`config.mk`:
```
export PLATFORM = sky130hd
export DESIGN_NAME = bwi_top
export DESIGN_NICKNAME = d
export VERILOG_FILES = /design/src/rtl/bwi_pkg.sv /design/src/rtl/bwi_top.sv /design/src/rtl/bwi_pulse_gen.sv /design/src/rtl/bwi_pin_sync.sv
export SDC_FILE = /design/constraint.sdc
export NUM_CORES = 1
export LEC_CHECK = 0
export BUFFER_PORTS_ARGS = -buffer_cell sky130_fd_sc_hd__buf_4
export CAP_MARGIN = 20
export CORE_ASPECT_RATIO = 0.7
export CORE_MARGIN = 1
export CORE_UTILIZATION = 32
export CTS_BUF_LIST = sky130_fd_sc_hd__clkbuf_2
export DETAILED_ROUTE_END_ITERATION = 8
export PLACE_DENSITY = 0.52
export SYNTH_ARGS = -nofsm -noshare
export SYNTH_HDL_FRONTEND = slang
export SYNTH_SLANG_ARGS = --single-unit
```
`constraint.sdc`:
```
create_clock -name core_clk_in -period 2.2 [get_ports core_clk_in]
set_clock_uncertainty 0.2 [all_clocks]
set_input_delay 0 -clock core_clk_in [delete_from_list [all_inputs] [get_ports core_clk_in]]
set_output_delay 0 -clock core_clk_in [all_outputs]
set_load 0.01 [all_outputs]
```
`src/rtl/bwi_pkg.sv`:
```
// package for the boot and wake interrupt output block
// Behaviour
// - boot irq enabled when disable bit clear
// - boot irq is a pulse at configured polarity when strap low
// - disable bit set suppresses boot irq when strap low
// - strap low: short pulse on selected pin
// - strap high: ignore disable, long low pulse pin b
// - disable bit kept until power loss or hibernate
// - soft reset keeps the disable bit
// - wake output enable clear: no wake indication
// - wake state 01b holds pin at active level
// - wake level steady for whole wake state
// - leaving wake drives pin to inactive level
// - strap high: other sources on pin b ignored
// - routing bit 1 steers boot irq a/b
// - routing bit 0 steers wake output a/b
package bwi_pkg;
  localparam logic [7:0] BWI_ADDR_INT_EN   = 8'h20;
  localparam logic [7:0] BWI_ADDR_PIN_SEL  = 8'h21;
  localparam logic [7:0] BWI_ADDR_CONFIG   = 8'h40;
  localparam logic [7:0] BWI_ADDR_STATUS   = 8'h44;
  localparam logic [7:0] BWI_ADDR_IRQ_ST   = 8'h48;
  localparam logic [7:0] BWI_ADDR_IRQ_MASK = 8'h4C;
  localparam logic [7:0] BWI_ADDR_CMD      = 8'h50;
  localparam int BWI_BIT_STARTUP_IRQ_SUPPRESS  = 1;
  localparam int BWI_BIT_WAKE_EN   = 0;
  localparam int BWI_BIT_BOOT_B    = 1;
  localparam int BWI_BIT_WAKE_B    = 0;
  localparam int BWI_BIT_POL       = 0;
  localparam int BWI_BIT_CMD_BOOT  = 0;
  localparam int BWI_BIT_CMD_SOFT  = 1;
  localparam int BWI_BIT_CMD_HIB   = 2;
  localparam int BWI_EV_BOOT_DONE  = 0;
  localparam int BWI_EV_WAKE_ENTER = 1;
  localparam int BWI_EV_WAKE_LEAVE = 2;
  localparam logic [7:0] BWI_INT_EN_RST_GND = 8'h00;
  localparam logic [7:0] BWI_INT_EN_RST_VDD = 8'h20;
  localparam logic [7:0] BWI_PIN_SEL_RST    = 8'h00;
  localparam logic [1:0] BWI_MODE_WAKE      = 2'h1;
  localparam int BWI_CLK_MHZ     = 200;
  localparam int BWI_T_SHORT_US  = 20;
  localparam int BWI_T_LONG_MS   = 10;
  localparam int BWI_SHORT_CYC   = BWI_T_SHORT_US * BWI_CLK_MHZ;
  localparam int BWI_LONG_CYC    = BWI_T_LONG_MS * 1000 * BWI_CLK_MHZ;

  typedef enum logic [1:0] {
    BWI_ST_IDLE  = 2'b00,
    BWI_ST_PULSE = 2'b01,
    BWI_ST_DONE  = 2'b10
  } bwi_state_t;

  typedef struct packed {
    logic a;
    logic b;
  } bwi_pins_t;

  typedef struct packed {
    logic       boot_req;
    logic       strap_vdd;
    logic       polarity;
    logic       route_b;
  } bwi_boot_cfg_t;
endpackage

```
`src/rtl/bwi_top.sv`:
```
// boot-complete pulse and wake-state indication on two irq pins
//
// Chosen here: register access over Avalon-MM.
`timescale 1ns/1ps
module bwi_top import bwi_pkg::*; #(
  parameter int SHORT_CYC = BWI_SHORT_CYC,
  parameter int LONG_CYC  = BWI_LONG_CYC
) (
  // clock and reset
  input  wire logic        core_clk_in,
  input  wire logic        rst_in,
  // avalon-mm slave
  input  wire logic [7:0]  avs_address_in,
  input  wire logic        avs_read_in,
  input  wire logic        avs_write_in,
  input  wire logic [31:0] avs_writedata_in,
  input  wire logic [3:0]  avs_byteenable_in,
  output logic [31:0]      avs_readdata_out,
  output logic             avs_waitrequest_out,
  output logic [1:0]       avs_response_out,
  // pins and state from the rest of the device
  input  wire logic        bootstrap_strap_pin_in,
  input  wire logic [1:0]  sys_mode_in,
  input  wire logic        other_irq_a_in,
  input  wire logic        other_irq_b_in,
  // interrupt pins, open-drain style enable for pin b in strap mode
  output logic             irq_pin_a_out,
  output logic             irq_pin_b_out,
  output logic             irq_pin_b_oe_out,
  // host interrupt
  output logic             irq_out
);
  localparam int CW = 32;

  // synchronised pins
  logic       strap_s;
  logic [1:0] mode_s;
  logic       oth_a_s;
  logic       oth_b_s;

  bwi_pin_sync #(.W(5)) u_sync (
    .clk_in   (core_clk_in),
    .rst_in   (rst_in),
    .async_in ({bootstrap_strap_pin_in, sys_mode_in,
                other_irq_a_in, other_irq_b_in}),
    .sync_out ({strap_s, mode_s, oth_a_s, oth_b_s})
  );

  // strap captured after reset release; held until next power cycle
  // synchroniser is cleared by reset, so wait until it holds the pin
  logic       strap_q;
  logic       strap_valid_q;
  logic [1:0] settle_q;
  always_ff @(posedge core_clk_in) begin
    if (rst_in) begin
      strap_valid_q <= 1'b0;
      strap_q       <= 1'b0;
      settle_q      <= 2'h0;
    end else if (!strap_valid_q) begin
      settle_q <= settle_q + 2'h1;
      if (settle_q == 2'h2) begin
        strap_valid_q <= 1'b1;
        strap_q       <= strap_s;
      end
    end
  end

  // registers
  logic [7:0] int_en_q;
  logic [7:0] pin_sel_q;
  logic       polarity_q;
  logic [2:0] irq_st_q;
  logic [2:0] irq_mask_q;
  logic       startup_irq_suppress_q;
  logic       soft_pend_q;
  logic       boot_busy;
  logic       in_wake;

  logic        acc_q;
  logic        wr_hit;
  logic        rd_hit;
  logic        cmd_boot;
  logic        cmd_soft;
  logic        cmd_hib;
  logic [2:0]  ev;

  function automatic logic mapped(input logic [7:0] a);
    return a == BWI_ADDR_INT_EN || a == BWI_ADDR_PIN_SEL ||
           a == BWI_ADDR_CONFIG || a == BWI_ADDR_STATUS ||
           a == BWI_ADDR_IRQ_ST || a == BWI_ADDR_IRQ_MASK ||
           a == BWI_ADDR_CMD;
  endfunction

  // one wait cycle per access: answer on the second edge
  always_ff @(posedge core_clk_in) begin
    if (rst_in) begin
      acc_q <= 1'b0;
    end else begin
      acc_q <= (avs_read_in || avs_write_in) && !acc_q;
    end
  end

  assign wr_hit = acc_q && avs_write_in && avs_byteenable_in[0];
  assign rd_hit = acc_q && avs_read_in;
  assign cmd_boot = wr_hit && avs_address_in == BWI_ADDR_CMD &&
                    avs_writedata_in[BWI_BIT_CMD_BOOT];
  assign cmd_soft = wr_hit && avs_address_in == BWI_ADDR_CMD &&
                    avs_writedata_in[BWI_BIT_CMD_SOFT];
  assign cmd_hib  = wr_hit && avs_address_in == BWI_ADDR_CMD &&
                    avs_writedata_in[BWI_BIT_CMD_HIB];

  always_ff @(posedge core_clk_in) begin
    if (rst_in) begin
      avs_waitrequest_out <= 1'b1;
      avs_readdata_out    <= '0;
      avs_response_out    <= 2'h0;
    end else begin
      avs_waitrequest_out <= !((avs_read_in || avs_write_in) && !acc_q);
      if ((avs_read_in || avs_write_in) && !acc_q) begin
        avs_response_out <= mapped(avs_address_in) ? 2'h0 : 2'h2;
        avs_readdata_out <= '0;
        if (avs_read_in) begin
          unique case (avs_address_in)
            // boot disable lives apart so soft reset cannot clear it
            BWI_ADDR_INT_EN:   avs_readdata_out[7:0] <= {int_en_q[7:2],
                                 startup_irq_suppress_q, int_en_q[0]};
            BWI_ADDR_PIN_SEL:  avs_readdata_out[7:0] <= pin_sel_q;
            BWI_ADDR_CONFIG:   avs_readdata_out[0]   <= polarity_q;
            BWI_ADDR_STATUS:   avs_readdata_out[4:0] <= {boot_busy,
                                 strap_q, mode_s, in_wake};
            BWI_ADDR_IRQ_ST:   avs_readdata_out[2:0] <= irq_st_q;
            BWI_ADDR_IRQ_MASK: avs_readdata_out[2:0] <= irq_mask_q;
            default:           avs_readdata_out      <= '0;
          endcase
        end
      end
    end
  end

  // boot disable survives soft reset, cleared by power-on or hibernate
  always_ff @(posedge core_clk_in) begin
    if (rst_in || cmd_hib) begin
      startup_irq_suppress_q <= 1'b0;
    end else if (wr_hit && avs_address_in == BWI_ADDR_INT_EN) begin
      startup_irq_suppress_q <= avs_writedata_in[BWI_BIT_STARTUP_IRQ_SUPPRESS];
    end
  end

  // soft reset returns enable, routing, polarity and mask to defaults; boot disable and event status kept
  always_ff @(posedge core_clk_in) begin
    if (rst_in) begin
      int_en_q   <= BWI_INT_EN_RST_GND;
      pin_sel_q  <= BWI_PIN_SEL_RST;
      polarity_q <= 1'b0;
      irq_mask_q <= '0;
    end else if (cmd_soft || cmd_hib || !strap_valid_q) begin
      int_en_q   <= strap_s ? BWI_INT_EN_RST_VDD : BWI_INT_EN_RST_GND;
      pin_sel_q  <= BWI_PIN_SEL_RST;
      polarity_q <= 1'b0;
      irq_mask_q <= '0;
    end else if (wr_hit) begin
      unique case (avs_address_in)
        BWI_ADDR_INT_EN:   int_en_q   <= avs_writedata_in[7:0];
        BWI_ADDR_PIN_SEL:  pin_sel_q  <= avs_writedata_in[7:0];
        BWI_ADDR_CONFIG:   polarity_q <= avs_writedata_in[BWI_BIT_POL];
        BWI_ADDR_IRQ_MASK: irq_mask_q <= avs_writedata_in[2:0];
        default: ;
      endcase
    end
  end

  // boot request: after reset settle, on soft reset, or by command
  always_ff @(posedge core_clk_in) begin
    if (rst_in) begin
      soft_pend_q <= 1'b0;
    end else begin
      // first boot only once the strap is known, so length and pin fit
      soft_pend_q <= cmd_soft || cmd_boot ||
                     (!strap_valid_q && settle_q == 2'h2);
    end
  end

  logic startup_irq_suppress_eff;
  logic boot_done;
  logic [CW-1:0] boot_len;
  assign startup_irq_suppress_eff = strap_q ? 1'b0 : startup_irq_suppress_q;
  assign boot_len = strap_q ? CW'(LONG_CYC) : CW'(SHORT_CYC);

  bwi_pulse_gen #(.CNT_W(CW)) u_pulse (
    .clk_in     (core_clk_in),
    .rst_in     (rst_in),
    .start_in   (soft_pend_q),
    .len_in     (boot_len),
    .active_out (boot_busy),
    .done_out   (boot_done)
  );

  // wake indication
  logic in_wake_q;
  logic wake_show;
  logic wake_b;
  logic boot_show;
  logic boot_b;
  assign in_wake   = (mode_s == BWI_MODE_WAKE);
  assign wake_show = int_en_q[BWI_BIT_WAKE_EN] && in_wake;
  assign wake_b    = pin_sel_q[BWI_BIT_WAKE_B];
  assign boot_show = boot_busy && !startup_irq_suppress_eff;
  assign boot_b    = strap_q ? 1'b1 : pin_sel_q[BWI_BIT_BOOT_B];

  // sticky events, write one to clear, set wins
  always_ff @(posedge core_clk_in) begin
    if (rst_in) begin
      in_wake_q <= 1'b0;
    end else begin
      in_wake_q <= in_wake;
    end
  end
  assign ev[BWI_EV_BOOT_DONE]  = boot_done;
  assign ev[BWI_EV_WAKE_ENTER] = in_wake && !in_wake_q;
  assign ev[BWI_EV_WAKE_LEAVE] = !in_wake && in_wake_q;

  always_ff @(posedge core_clk_in) begin
    if (rst_in) begin
      irq_st_q <= '0;
    end else if (wr_hit && avs_address_in == BWI_ADDR_IRQ_ST) begin
      irq_st_q <= (irq_st_q & ~avs_writedata_in[2:0]) | ev;
    end else begin
      irq_st_q <= irq_st_q | ev;
    end
  end

  always_ff @(posedge core_clk_in) begin
    if (rst_in) begin
      irq_out <= 1'b0;
    end else begin
      irq_out <= |(irq_st_q & irq_mask_q);
    end
  end

  // pin drive; active level when polarity 1 is high
  logic act_a;
  logic act_b;
  always_comb begin
    act_a = 1'b0;
    act_b = 1'b0;
    if (boot_show) begin
      if (boot_b) act_b = 1'b1;
      else        act_a = 1'b1;
    end
    if (wake_show) begin
      if (wake_b) act_b = 1'b1;
      else        act_a = 1'b1;
    end
    // other sources on pin b dropped in strap mode
    if (!strap_q) begin
      act_a = act_a | oth_a_s;
      act_b = act_b | oth_b_s;
    end else begin
      act_a = act_a | oth_a_s;
    end
  end

  // pins stay released until the strap decides how pin b is driven
  always_ff @(posedge core_clk_in) begin
    if (rst_in || !strap_valid_q) begin
      irq_pin_a_out    <= 1'b1;
      irq_pin_b_out    <= 1'b1;
      irq_pin_b_oe_out <= 1'b0;
    end else if (strap_q) begin
      // pin b open drain, active low
      irq_pin_a_out    <= act_a ^ ~polarity_q;
      irq_pin_b_out    <= 1'b0;
      irq_pin_b_oe_out <= boot_show;
    end else begin
      irq_pin_a_out    <= act_a ^ ~polarity_q;
      irq_pin_b_out    <= act_b ^ ~polarity_q;
      irq_pin_b_oe_out <= 1'b1;
    end
  end
endmodule // bwi_top

```
`src/rtl/bwi_pulse_gen.sv`:
```
// boot pulse timer: one pulse of programmable length per request taken while idle; requests during a pulse are dropped
`timescale 1ns/1ps
module bwi_pulse_gen import bwi_pkg::*; #(
  parameter int CNT_W = 32
) (
  // clock and reset
  input  wire logic             clk_in,
  input  wire logic             rst_in,
  // control
  input  wire logic             start_in,
  input  wire logic [CNT_W-1:0] len_in,
  // status
  output logic                  active_out,
  output logic                  done_out
);
  bwi_state_t       state_q;
  logic [CNT_W-1:0] cnt_q;

  always_ff @(posedge clk_in) begin
    if (rst_in) begin
      state_q <= BWI_ST_IDLE;
      cnt_q   <= '0;
    end else begin
      unique case (state_q)
        BWI_ST_IDLE: begin
          if (start_in) begin
            state_q <= BWI_ST_PULSE;
            cnt_q   <= len_in;
          end
        end
        BWI_ST_PULSE: begin
          if (cnt_q <= CNT_W'(1)) begin
            state_q <= BWI_ST_DONE;
          end else begin
            cnt_q <= cnt_q - CNT_W'(1);
          end
        end
        BWI_ST_DONE: state_q <= BWI_ST_IDLE;
        default:     state_q <= BWI_ST_IDLE;
      endcase
    end
  end

  assign active_out = (state_q == BWI_ST_PULSE);
  assign done_out   = (state_q == BWI_ST_DONE);
endmodule // bwi_pulse_gen

```
`src/rtl/bwi_pin_sync.sv`:
```
// two flip-flop synchroniser for asynchronous level inputs
`timescale 1ns/1ps
module bwi_pin_sync #(
  parameter int W = 1
) (
  // clock and reset
  input  wire logic         clk_in,
  input  wire logic         rst_in,
  // levels
  input  wire logic [W-1:0] async_in,
  output logic      [W-1:0] sync_out
);
  logic [W-1:0] meta_q;
  logic [W-1:0] sync_q;

  always_ff @(posedge clk_in) begin
    if (rst_in) begin
      meta_q <= '0;
      sync_q <= '0;
    end else begin
      meta_q <= async_in;
      sync_q <= meta_q;
    end
  end

  assign sync_out = sync_q;
endmodule // bwi_pin_sync

```
==> results.md, run 1 <==
* Worst hold stages at 4
* Largest net degree at the start of global routing at 34
* Top post-synthesis cells by area: dfxtp_1 (42%), nor2_1 (6.1%), mux2i_1 (5.5%)
* RSZ-0062 raised after global routing: yes
* Grt total ovfl at 0
* Netlist cell types at 63
* Fin crit period at 2.36 ns
* # nets final at 668
* Flop-to-flop setup slack at -0.16 ns
* Diode count at 0
* TritonRoute pass-1 iters at 8
* Initial Utilization at 33.2%
* Core area at 12600 um^2
* Via density per instance at 4.83
* Failing checks: DRC, setup timing
* Setup crit start kind: register
* Die Height at 97.6 um
* Crit end category: register
* Share of Yosys cell area claimed by the top area cell type at 42.1%
* Initial DRC count at 165
* I/O Buffers at 39
* Cell Chain, Critical Path: or4_4 -> nor4_4 -> nand2_2 -> or3_4 -> o31a_1 -> o32ai_2
* Post-synthesis cell count at 466
* Routed len/inst at 14.4 um
* Core Rows at 34
* Clock-pin slew on the worst setup and hold paths at 0.24 ns
* Die W at 139 um
* Max stage delay on crit path at 0.59 ns
* CP top delay family: simple AND/OR/NAND/NOR gates
* Main combinational cell family by area after synthesis: simple AND/OR/NAND/NOR gates
* Proportion of layout cells with a drive suffix above 1 at 33.3%
* Final setup margin at -0.155 ns
* Register area at 1780 um^2
* Comb power frac at 71.7%
* Pint at 5.54 mW
* Worst skew pair latency at 0.56 ns
* Total CTS buffers at 9
* Sequential share of the synthesized area at 42.1%
* First-pass GRT wire length at 17800 um
* Placed standard-cell area at 5040 um^2
* Setup crit end: u_pulse.cnt_q[15]$_SDFFE_PP0P_
* Worst r2r dst: u_pulse.cnt_q[15]$_SDFFE_PP0P_
* Area Overhead vs Synth at 43.2%
* H-tree Lvls at 3
* Worst path bufs/invs at 0
* Final Setup Violations at 29
* CP startpoint: u_pulse.cnt_q[5]$_SDFFE_PP0P_
* CP Data Arrival Time at 2.65 ns
* Top FF cell, synth: dfxtp_1
* Reg power frac at 21.5%
* Slowest-stage cell, CP: or4_4
* Least-Margin Pin Slew at 0.734 ns
* RePlAce Congestion at 0.813
* CTS root buf: clkbuf_2
* WP depth at 6
* Multi-input logic area at 2560 um^2
* Count leader, synth: dfxtp_1
* Die ar. at 13500 um^2
* Clock Sinks at 88
* Initial antenna violation count at 0
* I/O pin count at 92
* Post-route ant nets at 0
* #FFs+latches synth at 88
* P_sw at 4.29 mW
* Post-Route WL at 11200 um
* Post-layout util at 47.5%
* Final Max Slew Viols at 0
* Reg-to-Reg Start: u_pulse.cnt_q[5]$_SDFFE_PP0P_
* Leakage Power at 2.37 nW
* Async S/R FF share, synth at 0%
* Number of global-route vias before repair at 3529
* # DRC at 7
* Post-synthesis cell area at 4180 um^2
* Mux share of post-synthesis cell area at 7.12%
* Synth top cells by count: dfxtp_1 (88), nor2_1 (68), a21oi_1 (33)
* Crit path kind: register to register
* Clock share of power at 6.8%
* FILL cells at 1195
* Compound-Gate Fraction of Synth Area at 15.4%
* XOR/XNOR share of the synthesized area at 5.24%
* GRT Total Usage at 16.5%
* Final worst path period share at 107%
* CTS max path bufs at 2
* Yosys Warn Count at 0
* Adder-cell share of the synthesized area at 0.898%
* Slew Limit Headroom at 50.9%
* Max Freq at 425 MHz
* FF-to-FF path depth at 6
* Design area at 5990 um^2
* Number of synthesized flops with an enable pin at 0
* Sw Ratio at 43.7%
* Synth area leader: dfxtp_1
* Max VDD drop at 2.10 mV
* CP Data Required Time at 2.49 ns
* Pwr dens at 1640 nW/um^2
* CTS tree: yes
* Syn_area_per_cell at 8.97 um^2
* Hold slack at 0.0400 ns
* Max Cap Viol at 0
* CP max FO at 4
* Vias at 3759
* Status: finished, violations left
* Final Hold Fails at 0
* Hpwl dp at 7790 um
* Simple-Gate Fraction of Synth Area at 22.1%
* Worst hold path type: input pin to register
## how the worst min path moves through the flow
stage / to / start / slack (ns)
finish: int_en_q[3]$_SDFFE_PP0P_ / avs_writedata_in[3] / 0.04
global route: int_en_q[7]$_SDFFE_PP0P_ / avs_writedata_in[7] / 0.01
detailed placement: u_sync.meta_q[4]$_SDFF_PP0_ / bootstrap_strap_pin_in / 0.01
global placement: u_sync.meta_q[2]$_SDFF_PP0_ / sys_mode_in[0] / 0.02
CTS: int_en_q[3]$_SDFFE_PP0P_ / avs_writedata_in[3] / 0.006
floorplan: startup_irq_suppress_q$_SDFFE_PP0P_ / avs_writedata_in[2] / -0.10
## routing by layer
layer | vias to the layer above | wire (um) | part of all wire, % | global-route usage, %
li1 | 1884 | - | - | -
met1 | 1787 | 5930 | 53 | 24.3
met2 | 78 | 4730 | 42 | 24.2
met3 | 10 | 406 | 3.6 | 3.20
met4 | 0 | 116 | 1.0 | 4.36
met5 | - | 0 | 0 | 0
## power groups by stage
stage,Clock (mW),Sequential [mW],Combinational [mW]
after global placement,0,2.10,5.01
after floorplan,0,2.15,3.03
after CTS,0.704,2.08,5.65
after global routing,0.773,2.16,7.53
final,0.671,2.11,7.05
after detailed placement,0,2.11,5.07
## cell usage in the layout (no fill, tap or decap), types with 8 or more instances in the layout
master,instances
o21ai_0,9
clkbuf_2,10
dfxtp_1,76
inv_1,8
nor2b_1,17
xnor2_1,18
a22oi_1,11
nand2_1,23
nor3_1,8
buf_4,102
nor2_1,66
a21oi_1,28
conb_1,25
dlygate4sd3_1,43
dfxtp_2,12
mux2i_1,23
## final cells by class
type                            instances  area share [%]
Sequential cell                        88            29.7
Timing Repair Buffer                  155            22.4
Inverter                                8           0.502
Clock buffer                           10           0.836
Multi-Input combinational cell        350            42.7
Tap cell                              162            3.39
Clock inverter                          5           0.418
## logic make-up (layout without fill, tap and decap cells)
group	count (synthesis)	in the layout
adder cells (fa/ha/maj)	3	3
other	1	25
multiplexers	29	29
buffers and inverters	52	178
XOR/XNOR	25	25
AO/OA/AOI/OAI	92	92
flip-flops	88	88
AND/OR/NAND/NOR	176	176
## state kept, by name, summed over array words and instances, names as in the netlist, 2 cells and up
signal            count
avs_readdata_out      8
u_sync.meta_q         5
u_sync.sync_out       5
pin_sel_q             8
irq_st_q              3
irq_mask_q            3
settle_q              2
u_pulse.cnt_q        32
int_en_q              7
u_pulse.state_q       2
## timing repair
action	4_1_cts	5_1_grt
setup endpoints to repair	30	55
hold buffers	44	2
buffers inserted	3	10
pin swaps	5	20
endpoints found under the hold margin	69	11
gates cloned	0	1
gates resized for setup	18	54
## worst register-to-register path: cells and delay by family (launching register included)
family,cells,cell delay (ns)
AOI/OAI and AO/OA,2,0.45
DFF,1,0.38
and+or+nand+nor,4,1.26
## through the flow
step                TNS, ns  cells  worst slack [ns]  power (mW)
detailed placement    -3.06    708            -0.219        7.18
floorplan            -0.611    490            -0.114        5.18
finish                -2.35    778            -0.155        9.83
global route          -5.45    778            -0.236        10.5
global placement      -1.73    708            -0.204        7.11
CTS                   -5.25    770            -0.166        8.43
Power figures use the tool's default switching activity.
==> inputs of run 2 (changes only) <==
Settings changed: CORE_MARGIN 1 to 2, CORE_UTILIZATION 32 to 44, PLACE_DENSITY 0.52 to 0.67.
==> run 2 against run 1 <==
Compared with the run above: the run ends with setup timing left; hold slack better by 0.013 ns; register-to-register slack barely moved; via count increased by 3.2%; cell count is 4.8% lower; die area shrank 24%; total power rose by 0.29%; count of clock-buffer cells in the layout fell by 1; global-route usage grew 4.5 points.
==> results.md, run 2 (synthesized netlist as in run 1, its figures left out) <==
* Status: finished, violations left
* Failing checks: setup timing
* Initial antenna violation count at 0 (unchanged)
* Flop-to-flop setup slack at -0.14 ns (about the same)
* Max stage delay on crit path at 0.58 ns (about the same)
* Least-Margin Pin Slew at 0.687 ns (-0.0471 ns)
* Post-Route WL at 11100 um (-1.1%)
* Top reg by flops: u_pulse.cnt_q
* Leakage Power at 2.38 nW (+0.17%)
* # nets final at 668 (unchanged)
* Core area at 9140 um^2 (-27%)
* RSZ-0062 raised after global routing: yes
* Pwr dens at 1650 nW/um^2 (+0.43%)
* CTS tree: yes
* Total CTS buffers at 9 (unchanged)
* CTS root buf: clkbuf_2
* CP top delay family: simple AND/OR/NAND/NOR gates
* GRT Total Usage at 20.9% (+4.5 points)
* Cell Chain, Critical Path: or4_4 -> nor3_1 -> buf_4 -> a41o_4 -> a211oi_2 -> buf_4 -> a21bo_2 -> a21oi_2
* Final Max Slew Viols at 0 (unchanged)
* Hpwl dp at 7280 um (-6.5%)
* First-pass GRT wire length at 17300 um (-3.1%)
* Commonest non-fill, non-tap cells in the layout: buf_4 (96), dfxtp_1 (78), nor2_1 (68)
* WP depth at 8 (+2)
* Setup crit start kind: register
* Slew Limit Headroom at 54.1% (+3.1 points)
* Crit end category: register
* Worst path bufs/invs at 2 (+2)
* Final setup margin at -0.143 ns (+0.0122 ns)
* Non-filler instance count after layout at 741 (-4.8%)
* Worst hold path type: input pin to register
* Die ar. at 10300 um^2 (-24%)
* Reg-to-Reg Start: u_pulse.cnt_q[5]$_SDFFE_PP0P_
* Most common cell after layout, fill and taps aside: buf_4
* Slowest-stage cell, CP: or4_4
* Post-layout util at 65.4% (+18 points)
* Pint at 5.55 mW (+0.19%)
* Die W at 121 um (-13%)
* PnR Total Power at 9.86 mW (+0.29%)
* I/O Buffers at 39 (unchanged)
* Final worst path period share at 106% (-0.56 points)
* I/O pin count at 92 (unchanged)
* Grt total ovfl at 0 (unchanged)
* Initial DRC count at 244 (+48%)
* Largest net degree at the start of global routing at 26 (-24%)
* TritonRoute pass-1 iters at 5 (-3)
* Final Hold Fails at 0 (unchanged)
* Max Cap Viol at 0 (unchanged)
* Sw Ratio at 43.7% (+0.057 points)
* FF-to-FF path depth at 8 (+2)
* Area Overhead vs Synth at 43.0%
* Clock share of power at 8.5% (+1.7 points)
* Die Height at 85.6 um (-12%)
* Max FFs per register at 32 (unchanged)
* Initial Utilization at 45.7% (+13 points)
* Via density per instance at 5.23 (+8.3%)
* Max Freq at 427 MHz (+0.52%)
* Setup TNS at -1.54 ns (+0.817 ns)
* Worst skew pair latency at 0.57 ns (about the same)
* Worst r2r dst: u_pulse.cnt_q[24]$_SDFFE_PP0P_
* P_sw at 4.31 mW (+0.42%)
* Largest registers: u_pulse.cnt_q (32), avs_readdata_out (8), pin_sel_q (8)
* Setup crit end: u_pulse.cnt_q[24]$_SDFFE_PP0P_
* Placed cells at 667 (-5.8%)
* Routed len/inst at 14.9 um (+3.8%)
* Fin crit period at 2.34 ns (-0.0122 ns)
* Most used cell, CP: buf_4
* Vias at 3878 (+3.2%)
* Clock-pin slew on the worst setup and hold paths at 0.26 ns (+0.02 ns)
* Number of global-route vias before repair at 3579 (+1.4%)
* Clock Sinks at 88 (unchanged)
* Hold slack at 0.0525 ns (+0.0125 ns)
* Core Rows at 29 (-15%)
* Post-route ant nets at 0 (unchanged)
* Crit path kind: register to register
* RePlAce Congestion at 0.869 (+6.8%)
* Reg power frac at 21.5% (about the same)
* Max VDD drop at 1.73 mV (-18%)
* CP Data Arrival Time at 2.68 ns (+0.03 ns)
* H-tree Lvls at 3 (unchanged)
* CTS max path bufs at 2 (unchanged)
* Diode count at 0 (unchanged)
* Proportion of layout cells with a drive suffix above 1 at 31.6% (-1.7 points)
* CP max FO at 4 (unchanged)
* CP Data Required Time at 2.54 ns (+0.05 ns)
* Comb power frac at 70.0% (-1.7 points)
* # DRC at 0 (-7)
* Final Setup Violations at 29 (unchanged)
* CP startpoint: u_pulse.cnt_q[5]$_SDFFE_PP0P_
run 2: cell count changes in the layout (fill, tap and decap cells not counted), sizes merged:
cell and change:
clkbuf -2, bufinv +1, clkinvlp +1, dlygate4sd3 +6, buf -5
run 2: worst min path at each step:
| stage | startpoint | to | slack (ns) | cells past startpoint |
|---|---|---|---|---|
| after floorplan | avs_writedata_in[2] | startup_irq_suppress_q$_SDFFE_PP0P_ | -0.10 | 1 |
| after global placement | other_irq_a_in | u_sync.meta_q[1]$_SDFF_PP0_ | 0.01 | 2 |
| after detailed placement | other_irq_a_in | u_sync.meta_q[1]$_SDFF_PP0_ | 0.02 | 2 |
| after CTS | avs_writedata_in[2] | irq_mask_q[2]$_SDFFE_PP0P_ | 0.001 | 4 |
| after global routing | avs_writedata_in[2] | irq_mask_q[2]$_SDFFE_PP0P_ | 0.01 | 4 |
| final | avs_writedata_in[2] | pin_sel_q[2]$_SDFFE_PP0P_ | 0.05 | 4 |
run 2: per-stage QoR:
step	instance area (um^2)	setup WS, ns
final	5980	-0.143
after global routing	5980	-0.217
after CTS	5700	-0.0871
after detailed placement	4970	-0.107
after global placement	4970	-0.133
after floorplan	4330	-0.114
run 2: cell type report:
cell class,count,area (um^2)
fill,746,3170
inverter,8,30.0
timing repair buffer,155,1350
multi-input combinational,350,2550
clock inverter,7,72.6
tap,124,155
clock buffer,9,45.0
sequential,88,1770
run 2: worst min-delay path, stage by stage:
cell and delay [ns]:
dlygate4sd3_1 0.53, buf_4 0.14, mux2i_1 0.06, nor2_1 0.07
run 2: per-layer routing:
| layer | up-vias | wire, um | track usage (%) |
|---|---|---|---|
| met5 | - | 0 | 0 |
| met4 | 0 | 159 | 7.08 |
| met3 | 18 | 687 | 3.86 |
| met2 | 150 | 4880 | 31.2 |
| met1 | 1825 | 5340 | 30.5 |
| li1 | 1885 | - | - |
run 2: power by group through the flow:
stage / combinational (mW) / clock, mW / sequential (mW)
CTS: 5.69 / 0.854 / 2.10
floorplan: 3.03 / 0 / 2.15
global route: 7.40 / 0.930 / 2.15
finish: 6.90 / 0.838 / 2.12
detailed placement: 5.02 / 0 / 2.12
global placement: 4.96 / 0 / 2.11
run 2: what timing repair did:
item / CTS / global route
pin swaps: 7 / 27
setup endpoints to repair: 29 / 40
gates resized for setup: 21 / 55
hold buffers: 48 / 1
buffers inserted: 4 / 3
gates cloned: 0 / 2
endpoints found under the hold margin: 70 / 1
==> inputs of run 3 (changes only) <==
Settings changed: CORE_ASPECT_RATIO 0.7 to not set, CTS_CLUSTER_DIAMETER set to 150, REMOVE_ABC_BUFFERS set to 1.
==> run 3 against run 2 <==
Compared with the run above: the run still ends with setup timing left; critical path type unchanged; hold slack got worse by 0.0051 ns; largest power group unchanged; critical path depth is 1 lower; via count up 1.4%; critical endpoint is now u_pulse.cnt_q[15]$_SDFFE_PP0P_; setup slack got worse by 0.037 ns.
==> results.md, run 3 (synthesized netlist as in run 1, its figures left out) <==
* Status: finished, violations left
* Failing checks: setup timing
* Slowest-stage cell, CP: or4_4
* Clock Sinks at 88 (unchanged)
* H-tree Lvls at 3 (unchanged)
* Worst skew pair latency at 0.58 ns (about the same)
* Initial DRC count at 191 (-22%)
* # DRC at 0 (unchanged)
* Total CTS buffers at 9 (unchanged)
* Core Rows at 35 (+21%)
* Worst hold path type: input pin to register
* CP Data Arrival Time at 2.67 ns (about the same)
* First-pass GRT wire length at 18000 um (+4.4%)
* RePlAce Congestion at 0.870 (about the same)
* Die Height at 101 um (+19%)
* Crit path kind: register to register
* Final Setup Violations at 32 (+10%)
* # nets final at 679 (+1.6%)
* Largest net degree at the start of global routing at 30 (+15%)
* CTS root buf: clkbuf_2
* Clock-pin slew on the worst setup and hold paths at 0.26 ns (about the same)
* Routed len/inst at 15.1 um (+0.83%)
* Diode count at 0 (unchanged)
* Proportion of layout cells with a drive suffix above 1 at 32.5% (+0.88 points)
* GRT Total Usage at 22.2% (+1.3 points)
* Max FFs per register at 32 (unchanged)
* Fin crit period at 2.38 ns (+0.0370 ns)
* Area Overhead vs Synth at 44.0%
* Max stage delay on crit path at 0.59 ns (about the same)
* Hold slack at 0.0474 ns (-0.00506 ns)
* Number of global-route vias before repair at 3814 (+6.6%)
* Design area at 6020 um^2 (+0.75%)
* Slew Limit Headroom at 52.0% (-2.0 points)
* Final worst path period share at 108% (+1.7 points)
* Final Max Slew Viols at 0 (unchanged)
* Post-Route WL at 11400 um (+3.0%)
* CP Data Required Time at 2.49 ns (-0.05 ns)
* Die ar. at 10300 um^2 (-0.12%)
* Cell Chain, Critical Path: or4_4 -> nor4_4 -> buf_4 -> nand2_2 -> or3_4 -> o31a_1 -> o32ai_2
* Worst path bufs/invs at 1 (-1)
* Final setup margin at -0.180 ns (-0.0370 ns)
* Least-Margin Pin Slew at 0.718 ns (+0.0305 ns)
* Core area at 9240 um^2 (+1.1%)
* I/O pin count at 92 (unchanged)
* Most common cell after layout, fill and taps aside: buf_4
* Placed standard-cell area at 4980 um^2 (about the same)
* Max Freq at 420 MHz (-1.6%)
* Die W at 101 um (-16%)
* CP top delay family: simple AND/OR/NAND/NOR gates
* TritonRoute pass-1 iters at 5 (unchanged)
* Final Hold Fails at 0 (unchanged)
* Max VDD drop at 1.42 mV (-18%)
* Setup crit start kind: register
* CTS max path bufs at 2 (unchanged)
* Hpwl dp at 7050 um (-3.2%)
* Place WS at -0.304 ns (-0.197 ns)
* Max Cap Viol at 0 (unchanged)
* Vias at 3932 (+1.4%)
* Via density per instance at 5.19 (-0.75%)
* Post-layout util at 65.2% (-0.19 points)
* CTS tree: yes
* Initial antenna violation count at 0 (unchanged)
* Leakage Power at 2.43 nW (+2.1%)
* Pwr dens at 1750 nW/um^2 (+5.9%)
* Post-route ant nets at 0 (unchanged)
* Commonest non-fill, non-tap cells in the layout: buf_4 (111), dfxtp_1 (80), nor2_1 (68)
* Top reg by flops: u_pulse.cnt_q
* Crit end category: register
* CP max FO at 4 (unchanged)
* Grt total ovfl at 0 (unchanged)
* I/O Buffers at 39 (unchanged)
* Initial Utilization at 45.3% (-0.48 points)
* Largest registers: u_pulse.cnt_q (32), avs_readdata_out (8), pin_sel_q (8)
* RSZ-0062 raised after global routing: yes
-- run 3: changes by cell type in the layout (fill, tap and decap cells not counted), sizes merged --
| cell | previous run | this run |
|---|---|---|
| dlygate4sd3 | 49 | 45 |
| clkinv | 4 | 2 |
| buf | 106 | 121 |
| bufinv | 1 | 0 |
| clkinvlp | 2 | 0 |
| inv | 8 | 13 |
-- run 3: routing by layer --
layer	GRT usage (%)	vias to the layer above	share of wire (%)
met5	0	-	0
met4	7.59	0	1.5
met3	4.55	14	4.7
met2	37.2	115	48
met1	28.6	1892	46
li1	-	1911	-
-- run 3: final cells by class --
cell class                      count  area, um^2
Fill cell                         694        3220
Multi-Input combinational cell    350        2530
Sequential cell                    88        1770
Timing Repair Buffer              166        1420
Tap cell                          129         161
Clock inverter                      7        61.3
Clock buffer                        9        45.0
Inverter                            8        30.0
-- run 3: path summary, 6_finish.rpt --
kind	startpoint	endpoint	slack, ns	cells past startpoint
max	u_pulse.cnt_q[5]$_SDFFE_PP0P_	u_pulse.cnt_q[15]$_SDFFE_PP0P_	-0.18	7
min reg2reg	u_sync.meta_q[4]$_SDFF_PP0_	u_sync.sync_out[4]$_SDFF_PP0_	0.26	1
min	avs_writedata_in[0]	polarity_q$_SDFFE_PP0P_	0.05	4
max reg2reg	u_pulse.cnt_q[5]$_SDFFE_PP0P_	u_pulse.cnt_q[15]$_SDFFE_PP0P_	-0.18	7
-- run 3: stage by stage --
stage                     instances  power (mW)  TNS (ns)
after CTS                       750        9.26     -4.39
after global routing            757        11.1     -4.90
after global placement          679        7.05     -2.38
final                           757        10.5     -2.52
after floorplan                 446        4.91     -3.67
after detailed placement        679        7.16     -3.66
-- run 3: report_power, final --
part / switching (mW) / internal, mW
registers: 0.224 / 1.89
clock network: 0.617 / 0.178
logic: 3.74 / 3.87
-- run 3: what timing repair did --
action	CTS	global route
endpoints found under the setup margin	32	56
endpoints found under the hold margin	69	0
hold buffers	47	0
resized for setup	47	27
pin swaps	16	26
buffers inserted	9	9
cloned	1	0
-- run 3: tightest hold or removal path, delay by kind of cell --
kind | cells | cell delay [ns]
simple gates | 1 | 0.07
mux | 1 | 0.07
buf+inv | 2 | 0.67
